File: config.mk
export PLATFORM = sky130hd
export DESIGN_NAME = iers_core
export DESIGN_NICKNAME = d
export VERILOG_FILES = /design/src/core/iers_pkg.sv /design/src/core/iers_alu_if.sv /design/src/core/iers_alu.sv /design/src/core/iers_core.sv
export SDC_FILE = /design/constraint.sdc
export NUM_CORES = 2
export LEC_CHECK = 0
export ABC_AREA = 1
export BUFFER_PORTS_ARGS = -buffer_cell sky130_fd_sc_hd__buf_2
export CORE_MARGIN = 2
export CORE_UTILIZATION = 53
export DETAILED_ROUTE_END_ITERATION = 10
export HOLD_SLACK_MARGIN = 0.12
export PLACE_DENSITY = 0.77
export SLEW_MARGIN = 20
export SYNTH_ARGS = -nofsm -noshare
export SYNTH_HDL_FRONTEND = slang
export SYNTH_SLANG_ARGS = --single-unit
File: constraint.sdc
create_clock -name core_clk -period 8.9 [get_ports core_clk]
set_input_delay 0 -clock core_clk [delete_from_list [all_inputs] [get_ports core_clk]]
set_output_delay 0 -clock core_clk [all_outputs]
set_load 0.005 [all_outputs]
File: src/core/iers_pkg.sv
package iers_pkg;

  // ****************************************************************
  // Register map (byte addresses)
  // ****************************************************************
  localparam logic [9:0] INSTR_OFS    = 10'h000;
  localparam logic [9:0] ACC_OFS      = 10'h004;
  localparam logic [9:0] STATUS_OFS   = 10'h008;
  localparam logic [9:0] PC_OFS       = 10'h00c;
  localparam logic [9:0] STACK_OFS    = 10'h010;
  localparam logic [9:0] WDOG_OFS     = 10'h014;
  localparam logic [9:0] WAKE_OFS     = 10'h018;
  localparam int         FILE_SEL_BIT = 9;

  // ****************************************************************
  // Instruction word fields
  // ****************************************************************
  localparam int OPND_LSB = 0;
  localparam int OPND_W   = 8;
  localparam int ADDR_W   = 7;
  localparam int DEST_BIT = 8;
  localparam int OP_LSB   = 9;
  localparam int OP_W     = 3;

  // ****************************************************************
  // Status bit positions
  // ****************************************************************
  localparam int CARRY_BIT = 0;
  localparam int HALF_BIT  = 1;
  localparam int NULL_BIT  = 2;
  localparam int PDN_BIT   = 3;
  localparam int TMO_BIT   = 4;
  localparam int SLEEP_BIT = 5;

  // ****************************************************************
  // Sizes and reset values
  // ****************************************************************
  localparam int         PC_W         = 13;
  localparam int         STACK_DEPTH  = 8;
  localparam int         SP_W         = 3;
  localparam int         FILE_DEPTH   = 128;
  localparam logic       PDN_RST      = 1'b1;
  localparam logic       TMO_RST      = 1'b1;
  localparam logic [7:0] ACC_RST      = 8'h00;
  localparam logic [7:0] WDOG_RST     = 8'h00;
  localparam logic [7:0] PRESC_RST    = 8'h00;
  localparam logic [7:0] PRESC_WRAP   = 8'hff;

  typedef enum logic [2:0] {
    ROTATE_RIGHT_CARRY_OP = 3'b000,
    RETURN_OP             = 3'b001,
    POWERDOWN_OP          = 3'b010,
    LITERAL_MINUS_ACC_OP  = 3'b011,
    FILE_MINUS_ACC_OP     = 3'b100,
    XOR_LITERAL_OP        = 3'b101,
    XOR_FILE_OP           = 3'b110,
    NIBBLE_EXCHANGE_OP    = 3'b111
  } iers_op_type;

  typedef enum logic [1:0] {
    ST_IDLE = 2'b00,
    ST_EXEC = 2'b01,
    ST_RET2 = 2'b10,
    ST_DONE = 2'b11
  } iers_state_type;

endpackage

File: src/core/iers_alu_if.sv
`timescale 1ns/1ps
interface iers_alu_if;
  iers_pkg::iers_op_type op;
  logic [7:0]            acc;
  logic [7:0]            operand;
  logic                  carry_in;
  logic [7:0]            result;
  logic                  carry_out;
  logic                  half_out;
  logic                  null_out;

  modport alu_mp (
    input  op,
    input  acc,
    input  operand,
    input  carry_in,
    output result,
    output carry_out,
    output half_out,
    output null_out
  );

  modport ctrl_mp (
    output op,
    output acc,
    output operand,
    output carry_in,
    input  result,
    input  carry_out,
    input  half_out,
    input  null_out
  );
endinterface

File: src/core/iers_alu.sv
`timescale 1ns/1ps
module iers_alu (
  iers_alu_if.alu_mp bus
);

  logic [8:0] diff;
  logic [4:0] low_diff;

  // ****************************************************************
  // Operand minus accumulator, carry means no borrow
  // ****************************************************************
  always_comb begin
    diff     = {1'b0, bus.operand} + {1'b0, ~bus.acc} + 9'h001;
    low_diff = {1'b0, bus.operand[3:0]} + {1'b0, ~bus.acc[3:0]} + 5'h01;
  end

  always_comb begin
    bus.result    = bus.operand;
    bus.carry_out = bus.carry_in;
    bus.half_out  = low_diff[4];
    unique case (bus.op)
      iers_pkg::ROTATE_RIGHT_CARRY_OP: begin
        bus.result    = {bus.carry_in, bus.operand[7:1]};
        bus.carry_out = bus.operand[0];
      end
      iers_pkg::LITERAL_MINUS_ACC_OP,
      iers_pkg::FILE_MINUS_ACC_OP: begin
        bus.result    = diff[7:0];
        bus.carry_out = diff[8];
      end
      iers_pkg::XOR_LITERAL_OP,
      iers_pkg::XOR_FILE_OP: begin
        bus.result = bus.operand ^ bus.acc;
      end
      iers_pkg::NIBBLE_EXCHANGE_OP: begin
        bus.result = {bus.operand[3:0], bus.operand[7:4]};
      end
      iers_pkg::RETURN_OP,
      iers_pkg::POWERDOWN_OP: begin
        bus.result = bus.operand;
      end
    endcase
    bus.null_out = (bus.result == 8'h00);
  end

endmodule

File: src/core/iers_core.sv
// Our own choices: the Avalon-MM interface to the registers and the address map.
`timescale 1ns/1ps
module iers_core (
  input  wire logic        core_clk,
  input  wire logic        rstn,
  input  wire logic [9:0]  avs_address,
  input  wire logic        avs_read,
  input  wire logic        avs_write,
  input  wire logic [31:0] avs_writedata,
  output logic      [31:0] avs_readdata,
  output logic             avs_waitrequest,
  output logic             osc_halted
);

  // ****************************************************************
  // State
  // ****************************************************************
  iers_pkg::iers_state_type state_q;
  logic [7:0]               acc_q;
  logic                     carry_q;
  logic                     half_q;
  logic                     null_q;
  logic                     pdn_q;
  logic                     tmo_q;
  logic                     sleep_q;
  logic [iers_pkg::PC_W-1:0] pc_q;
  logic [iers_pkg::PC_W-1:0] stack_mem [iers_pkg::STACK_DEPTH];
  logic [iers_pkg::SP_W-1:0] sp_q;
  logic [7:0]               file_mem [iers_pkg::FILE_DEPTH];
  logic [7:0]               wdog_q;
  logic [7:0]               presc_q;
  logic [11:0]              instr_q;
  logic [31:0]              rdata_d;

  // ****************************************************************
  // Decode of the latched instruction
  // ****************************************************************
  iers_pkg::iers_op_type        op;
  logic                         dest_file;
  logic [7:0]                   literal;
  logic [iers_pkg::ADDR_W-1:0]  faddr;
  logic                         lit_form;
  logic                         uses_dest;
  logic [iers_pkg::SP_W-1:0]    sp_top;
  logic                         exec;
  logic                         is_file;
  logic [iers_pkg::ADDR_W-1:0]  bus_faddr;
  logic                         done_wr;

  assign op        = iers_pkg::iers_op_type'(instr_q[iers_pkg::OP_LSB +: iers_pkg::OP_W]);
  assign dest_file = instr_q[iers_pkg::DEST_BIT];
  assign literal   = instr_q[iers_pkg::OPND_LSB +: iers_pkg::OPND_W];
  assign faddr     = instr_q[iers_pkg::OPND_LSB +: iers_pkg::ADDR_W];
  assign lit_form  = (op == iers_pkg::LITERAL_MINUS_ACC_OP) || (op == iers_pkg::XOR_LITERAL_OP);
  assign uses_dest = (op == iers_pkg::ROTATE_RIGHT_CARRY_OP) || (op == iers_pkg::FILE_MINUS_ACC_OP)
                     || (op == iers_pkg::XOR_FILE_OP) || (op == iers_pkg::NIBBLE_EXCHANGE_OP);
  assign sp_top    = sp_q - 3'h1;
  assign exec      = (state_q == iers_pkg::ST_EXEC);
  assign is_file   = avs_address[iers_pkg::FILE_SEL_BIT];
  assign bus_faddr = avs_address[2 +: iers_pkg::ADDR_W];
  assign done_wr   = (state_q == iers_pkg::ST_DONE) && avs_write;

  // ****************************************************************
  // Arithmetic unit
  // ****************************************************************
  iers_alu_if alu_bus ();

  assign alu_bus.op       = op;
  assign alu_bus.acc      = acc_q;
  assign alu_bus.operand  = lit_form ? literal : file_mem[faddr];
  assign alu_bus.carry_in = carry_q;

  iers_alu u_alu (
    .bus (alu_bus)
  );

  // ****************************************************************
  // Bus sequencing: one access ends in ST_DONE
  // ****************************************************************
  assign avs_waitrequest = (avs_read || avs_write) && (state_q != iers_pkg::ST_DONE);
  assign osc_halted      = sleep_q;

  always_ff @(posedge core_clk) begin
    if (!rstn) begin
      state_q <= iers_pkg::ST_IDLE;
    end else begin
      unique case (state_q)
        iers_pkg::ST_IDLE: begin
          if (avs_write && !is_file && avs_address == iers_pkg::INSTR_OFS && !sleep_q) begin
            state_q <= iers_pkg::ST_EXEC;
          end else if (avs_read || avs_write) begin
            state_q <= iers_pkg::ST_DONE;
          end
        end
        iers_pkg::ST_EXEC: begin
          if (op == iers_pkg::RETURN_OP) begin
            state_q <= iers_pkg::ST_RET2;
          end else begin
            state_q <= iers_pkg::ST_DONE;
          end
        end
        iers_pkg::ST_RET2: begin
          state_q <= iers_pkg::ST_DONE;
        end
        iers_pkg::ST_DONE: begin
          state_q <= iers_pkg::ST_IDLE;
        end
      endcase
    end
  end

  // Instruction word is latched in ST_IDLE, on the first cycle of the write
  always_ff @(posedge core_clk) begin
    if (!rstn) begin
      instr_q <= 12'h000;
    end else if (state_q == iers_pkg::ST_IDLE && avs_write && !is_file
                 && avs_address == iers_pkg::INSTR_OFS) begin
      instr_q <= avs_writedata[11:0];
    end
  end

  // ****************************************************************
  // Accumulator
  // ****************************************************************
  always_ff @(posedge core_clk) begin
    if (!rstn) begin
      acc_q <= iers_pkg::ACC_RST;
    end else if (exec && (lit_form || (uses_dest && !dest_file))) begin
      acc_q <= alu_bus.result;
    end else if (done_wr && !is_file && avs_address == iers_pkg::ACC_OFS) begin
      acc_q <= avs_writedata[7:0];
    end
  end

  // ****************************************************************
  // File registers
  // ****************************************************************
  always_ff @(posedge core_clk) begin
    if (exec && uses_dest && dest_file) begin
      file_mem[faddr] <= alu_bus.result;
    end else if (done_wr && is_file) begin
      file_mem[bus_faddr] <= avs_writedata[7:0];
    end
  end

  // ****************************************************************
  // Arithmetic flags
  // ****************************************************************
  always_ff @(posedge core_clk) begin
    if (!rstn) begin
      carry_q <= 1'b0;
      half_q  <= 1'b0;
      null_q  <= 1'b0;
    end else if (exec) begin
      unique case (op)
        iers_pkg::ROTATE_RIGHT_CARRY_OP: begin
          carry_q <= alu_bus.carry_out;
        end
        iers_pkg::LITERAL_MINUS_ACC_OP,
        iers_pkg::FILE_MINUS_ACC_OP: begin
          carry_q <= alu_bus.carry_out;
          half_q  <= alu_bus.half_out;
          null_q  <= alu_bus.null_out;
        end
        iers_pkg::XOR_LITERAL_OP,
        iers_pkg::XOR_FILE_OP: begin
          null_q <= alu_bus.null_out;
        end
        iers_pkg::RETURN_OP,
        iers_pkg::POWERDOWN_OP,
        iers_pkg::NIBBLE_EXCHANGE_OP: begin
          carry_q <= carry_q;
        end
      endcase
    end else if (done_wr && !is_file && avs_address == iers_pkg::STATUS_OFS) begin
      carry_q <= avs_writedata[iers_pkg::CARRY_BIT];
      half_q  <= avs_writedata[iers_pkg::HALF_BIT];
      null_q  <= avs_writedata[iers_pkg::NULL_BIT];
    end
  end

  // ****************************************************************
  // Power-down, time-out and sleep
  // ****************************************************************
  always_ff @(posedge core_clk) begin
    if (!rstn) begin
      pdn_q   <= iers_pkg::PDN_RST;
      tmo_q   <= iers_pkg::TMO_RST;
      sleep_q <= 1'b0;
    end else if (exec && op == iers_pkg::POWERDOWN_OP) begin
      pdn_q   <= 1'b0;
      tmo_q   <= 1'b1;
      sleep_q <= 1'b1;
    end else if (done_wr && !is_file && avs_address == iers_pkg::WAKE_OFS
                 && avs_writedata[0]) begin
      sleep_q <= 1'b0;
    end
  end

  // ****************************************************************
  // Watchdog counter with prescaler
  // ****************************************************************
  always_ff @(posedge core_clk) begin
    if (!rstn) begin
      wdog_q  <= iers_pkg::WDOG_RST;
      presc_q <= iers_pkg::PRESC_RST;
    end else if (exec && op == iers_pkg::POWERDOWN_OP) begin
      wdog_q  <= iers_pkg::WDOG_RST;
      presc_q <= iers_pkg::PRESC_RST;
    end else begin
      presc_q <= presc_q + 8'h01;
      if (presc_q == iers_pkg::PRESC_WRAP) begin
        wdog_q <= wdog_q + 8'h01;
      end
    end
  end

  // ****************************************************************
  // Program counter and return stack
  // ****************************************************************
  always_ff @(posedge core_clk) begin
    if (!rstn) begin
      pc_q <= '0;
      sp_q <= '0;
    end else if (exec && op == iers_pkg::RETURN_OP) begin
      pc_q <= stack_mem[sp_top];
      sp_q <= sp_top;
    end else if (exec) begin
      pc_q <= pc_q + 13'h0001;
    end else if (done_wr && !is_file && avs_address == iers_pkg::PC_OFS) begin
      pc_q <= avs_writedata[iers_pkg::PC_W-1:0];
    end else if (done_wr && !is_file && avs_address == iers_pkg::STACK_OFS) begin
      sp_q <= sp_q + 3'h1;
    end
  end

  always_ff @(posedge core_clk) begin
    if (done_wr && !is_file && avs_address == iers_pkg::STACK_OFS) begin
      stack_mem[sp_q] <= avs_writedata[iers_pkg::PC_W-1:0];
    end
  end

  // ****************************************************************
  // Read data
  // ****************************************************************
  always_comb begin
    rdata_d = 32'h0000_0000;
    if (is_file) begin
      rdata_d[7:0] = file_mem[bus_faddr];
    end else begin
      unique case (avs_address)
        iers_pkg::INSTR_OFS:  rdata_d[11:0] = instr_q;
        iers_pkg::ACC_OFS:    rdata_d[7:0]  = acc_q;
        iers_pkg::STATUS_OFS: begin
          rdata_d[iers_pkg::CARRY_BIT] = carry_q;
          rdata_d[iers_pkg::HALF_BIT]  = half_q;
          rdata_d[iers_pkg::NULL_BIT]  = null_q;
          rdata_d[iers_pkg::PDN_BIT]   = pdn_q;
          rdata_d[iers_pkg::TMO_BIT]   = tmo_q;
          rdata_d[iers_pkg::SLEEP_BIT] = sleep_q;
        end
        iers_pkg::PC_OFS:     rdata_d[iers_pkg::PC_W-1:0] = pc_q;
        iers_pkg::STACK_OFS:  rdata_d[iers_pkg::SP_W-1:0] = sp_q;
        iers_pkg::WDOG_OFS:   rdata_d[15:0] = {presc_q, wdog_q};
        default:              rdata_d = 32'h0000_0000;
      endcase
    end
  end

  always_ff @(posedge core_clk) begin
    if (!rstn) begin
      avs_readdata <= 32'h0000_0000;
    end else if (avs_read && state_q != iers_pkg::ST_DONE) begin
      avs_readdata <= rdata_d;
    end
  end
endmodule

==> flow_metrics.env <==
export IMPL_track_usage=0.329
export IMPL_yosys_warnings=0
export IMPL_vdd_ir_drop_worst_mv=0.199
export IMPL_synthArstFlopShare=0
export IMPL_drtIter0Drc=8509
export IMPL_yosys_cell_types_count=50
export IMPL_seqCellArea_um2=35500
export IMPL_grt_pass1_wl_um=277000
export IMPL_dp_hpwl_um=109000
export IMPL_place_port_buffers=44
export IMPL_grt_max_degree=195
export IMPL_rrSetupSlack_ns=2.29
export IMPL_cp_slowest_cell="dfxtp_4"
export IMPL_fin_crit_sh=0.743
export IMPL_clkTransAtPathRegs_ns=0.07
export IMPL_finalSetupTns_ns=0
export IMPL_worst_ep_arrival_time_ns=7.04
export IMPL_clk_path_buf_depth=3
export IMPL_clock_latency_ns=0.73
export IMPL_hp_class="input pin to flip-flop"
export IMPL_clkPwrFrac=0.410
export IMPL_cpPeakStageDelay_ns=0.76
export IMPL_htree_levels=3
export IMPL_power_frac_seq=0.512
export IMPL_end_kind="flip-flop"
export IMPL_rows=121
export IMPL_wire_per_inst_um=26.2
export IMPL_dpl_worst_slack_ns=2.73
export IMPL_die_h_um=334
export IMPL_synth_top_area_share=0.585
export IMPL_viasPerCell=6.66
export IMPL_wirelength_um=189000
export IMPL_drv_cap=0
export IMPL_grt_pass1_vias=44700
export IMPL_die_area_um2=112000
export IMPL_numCtsBuffers=116
export IMPL_ant_nets=0
export IMPL_switchingPower_mw=2.94
export IMPL_finalMaxSlewViolations=0
export IMPL_powerDensity_nw_per_um2=198
export IMPL_r2r_end="file_mem[110][6]"
export IMPL_worstSetupPathType="flip-flop to flip-flop"
export IMPL_multi_input_area_um2=19800
export IMPL_cpMostUsedCell="nand2_1"
export IMPL_cts_tree="yes"
export IMPL_synthesis_area_um2=57900
export IMPL_gp_congestion=0.991
export IMPL_finClkSkew_ns=0.0368
export IMPL_worstPathMaxFanout=191
export IMPL_cts_root_buf="clkbuf_16"
export IMPL_setup_ws_ns=2.29
export IMPL_status="finished, final reports clean"
export IMPL_finalSetupViolations=0
export IMPL_switching_share=0.236
export IMPL_die_w_um=334
export IMPL_n_fill_cell=8571
export IMPL_ys_seq_area_frac=0.614
export IMPL_yosys_top_cells_area="edfxtp_1 59%, nand2_1 10%, nand3_1 9.7%, a22oi_1 4.3%, dfxtp_1 2.8%"
export IMPL_ys_ff_latch=1210
export IMPL_hold_depth=2
export IMPL_antenna_found_initial=7
export IMPL_cp_required_ns=9.33
export IMPL_ff2ff_path_depth=32
export IMPL_syn_instance_count=5836
export IMPL_synth_edf_count=1128
export IMPL_grt_ovfl_total=0
export IMPL_avgSynthCellArea_um2=9.92
export IMPL_tightest_slew_ns=1.29
export IMPL_cts_sinks=1210
export IMPL_min_from="avs_writedata[9]"
export IMPL_synth_top_flop_cell="edfxtp_1"
export IMPL_dr_pass1_iters=8
export IMPL_area_delta_synth_final_pct=8.97
export IMPL_intPower_mw=9.53
export IMPL_drc_errors=0
export IMPL_yosysTopAreaCell="edfxtp_1"
export IMPL_layout_min_cycle_time_ns=6.61
export IMPL_post_cts_resized=0
export IMPL_cp_num_buf_inv=8
export IMPL_initial_core_util=0.533
export IMPL_fmax_ghz=0.151
export IMPL_grt_setup_unrepaired="false"
export IMPL_startpoint_type="flip-flop"
export IMPL_leakage_nw=21.7
export IMPL_combPwrFrac=0.079
export IMPL_relSlewSlack=0.135
export IMPL_vias=48000
export IMPL_core_area_um2=109000
export IMPL_final_nets=5761
export IMPL_critical_path_top_delay_family="simple AND/OR/NAND/NOR gates"
export IMPL_drive_above_1_share=0.0649
export IMPL_hold_viol_final=0
export IMPL_io_pins=80
export IMPL_hold_end="stack_mem[7][9]"
-- Yosys cell counts, types with 10 or more instances --
library cell	number
buf_2	168
nand2_1	1608
edfxtp_1	1128
a211oi_1	10
buf_4	30
a21oi_1	156
nand3_1	1116
dfxtp_1	82
a31o_2	12
buf_1	66
a22o_1	17
a41oi_1	14
a31oi_1	27
o22ai_1	40
a221oi_1	28
o221ai_1	14
ha_1	18
clkbuf_1	144
nor3_1	35
nor2_1	265
nand4_1	78
o21ai_0	171
a22oi_1	329
inv_1	144
o211ai_1	31
buf_6	27
-- cells in the final DEF, fill, tap and decap left out, types with 78 or more instances in the layout --
master,instances
nand2_1,1608
edfxtp_1,1128
nand3_1,1116
a22oi_1,329
nor2_1,262
o21ai_0,163
a21oi_1,156
inv_1,139
clkbuf_16,121
nand4_1,78
dfxtp_1,78
buf_4,78
-- worst register-to-register path, delay by kind of cell (launching register included) --
kind	cells	cell delay [ns]
buffers and inverters	8	2.08
AND/OR/NAND/NOR	18	2.17
adder cells (fa/ha/maj)	2	0.56
AO/OA/AOI/OAI	4	0.71
flip-flops	1	0.76
-- power groups by stage --
stage                     sequential [mW]  combinational, mW  clock (mW)
final                                6.38              0.979        5.11
after global routing                 6.38               1.03        5.33
after CTS                            6.38              0.925        5.10
after detailed placement             6.50              0.911           0
after global placement               6.50              0.892           0
after floorplan                      6.55              0.536           0
-- kinds of logic (layout without fill, tap and decap cells) --
group | count (synthesis) | count (layout) | share of synthesized area
simple gates | 3122 | 3122 | 0.232
xor+xnor | 7 | 7 | 0.00106
flops | 1210 | 1210 | 0.614
compound gates | 883 | 883 | 0.101
buf+inv | 594 | 535 | 0.0477
other cells | 1 | 19 | 0.0000648
fa+ha+maj | 19 | 19 | 0.00424
-- state kept, by name, indices dropped and copies added, names as in the netlist, named ones only --
signal / flops
acc_q: 8
alu_bus.carry_in: 1
avs_readdata: 16
file_mem: 1024
half_q: 1
instr_q: 12
null_q: 1
osc_halted: 1
pc_q: 13
pdn_q: 1
presc_q: 8
sp_q: 3
stack_mem: 104
state_q: 2
wdog_q: 8
-- worst max-delay path by stage --
| stage | cells past startpoint | slack, ns | start | endpoint |
|---|---|---|---|---|
| 4_1_cts | 32 | 2.67 | flip-flop | file_mem[89][6] |
| 3_5_place_dp | 28 | 2.73 | flip-flop | file_mem[45][4] |
| 2_1_floorplan | 27 | 0.02 | flip-flop | file_mem[0][5] |
| 6_report | 32 | 2.29 | flip-flop | file_mem[110][6] |
| 5_1_grt | 32 | 2.08 | flip-flop | file_mem[89][6] |
| 3_3_place_gp | 31 | 2.65 | flip-flop | file_mem[62][6] |
-- area by class of cell --
type                    count  share of cell area
clock buffers             134              0.0488
diodes                      3            0.000119
well taps                1414              0.0281
multi-input cells        4047               0.314
inverters                 159              0.0101
flip-flops and latches   1210               0.563
repair buffers            162              0.0224
clock inverters            80              0.0129
-- through the flow --
| stage | hold slack (ns) | instance area [um^2] | power (mW) | cells | util |
|---|---|---|---|---|---|
| 2_1_floorplan | 0.0989 | 57900 | 7.09 | 5851 | - |
| 3_3_place_gp | 0.324 | 58800 | 7.39 | 6966 | 0.542 |
| 3_5_place_dp | 0.329 | 58900 | 7.41 | 6967 | 0.542 |
| 4_1_cts | 0.128 | 63000 | 12.4 | 7204 | 0.580 |
| 5_1_grt | 0.177 | 63000 | 12.7 | 7207 | 0.581 |
| 6_report | 0.161 | 63100 | 12.5 | 7209 | 0.581 |
-- layer usage --
metal  wire, um  vias up  track usage
met4      12500        6        0.187
met1      65700    22400        0.431
met5         36        -      0.00130
li1           -    20800            -
met2      82300     3975        0.494
met3      28500      816       0.0939
-- what timing repair did --
action	in CTS	in global routing
endpoints found under the hold margin	200	0
setup endpoints to repair	0	0
buffers inserted	0	0
hold buffers	23	0
(Power assumes the default switching activity.)
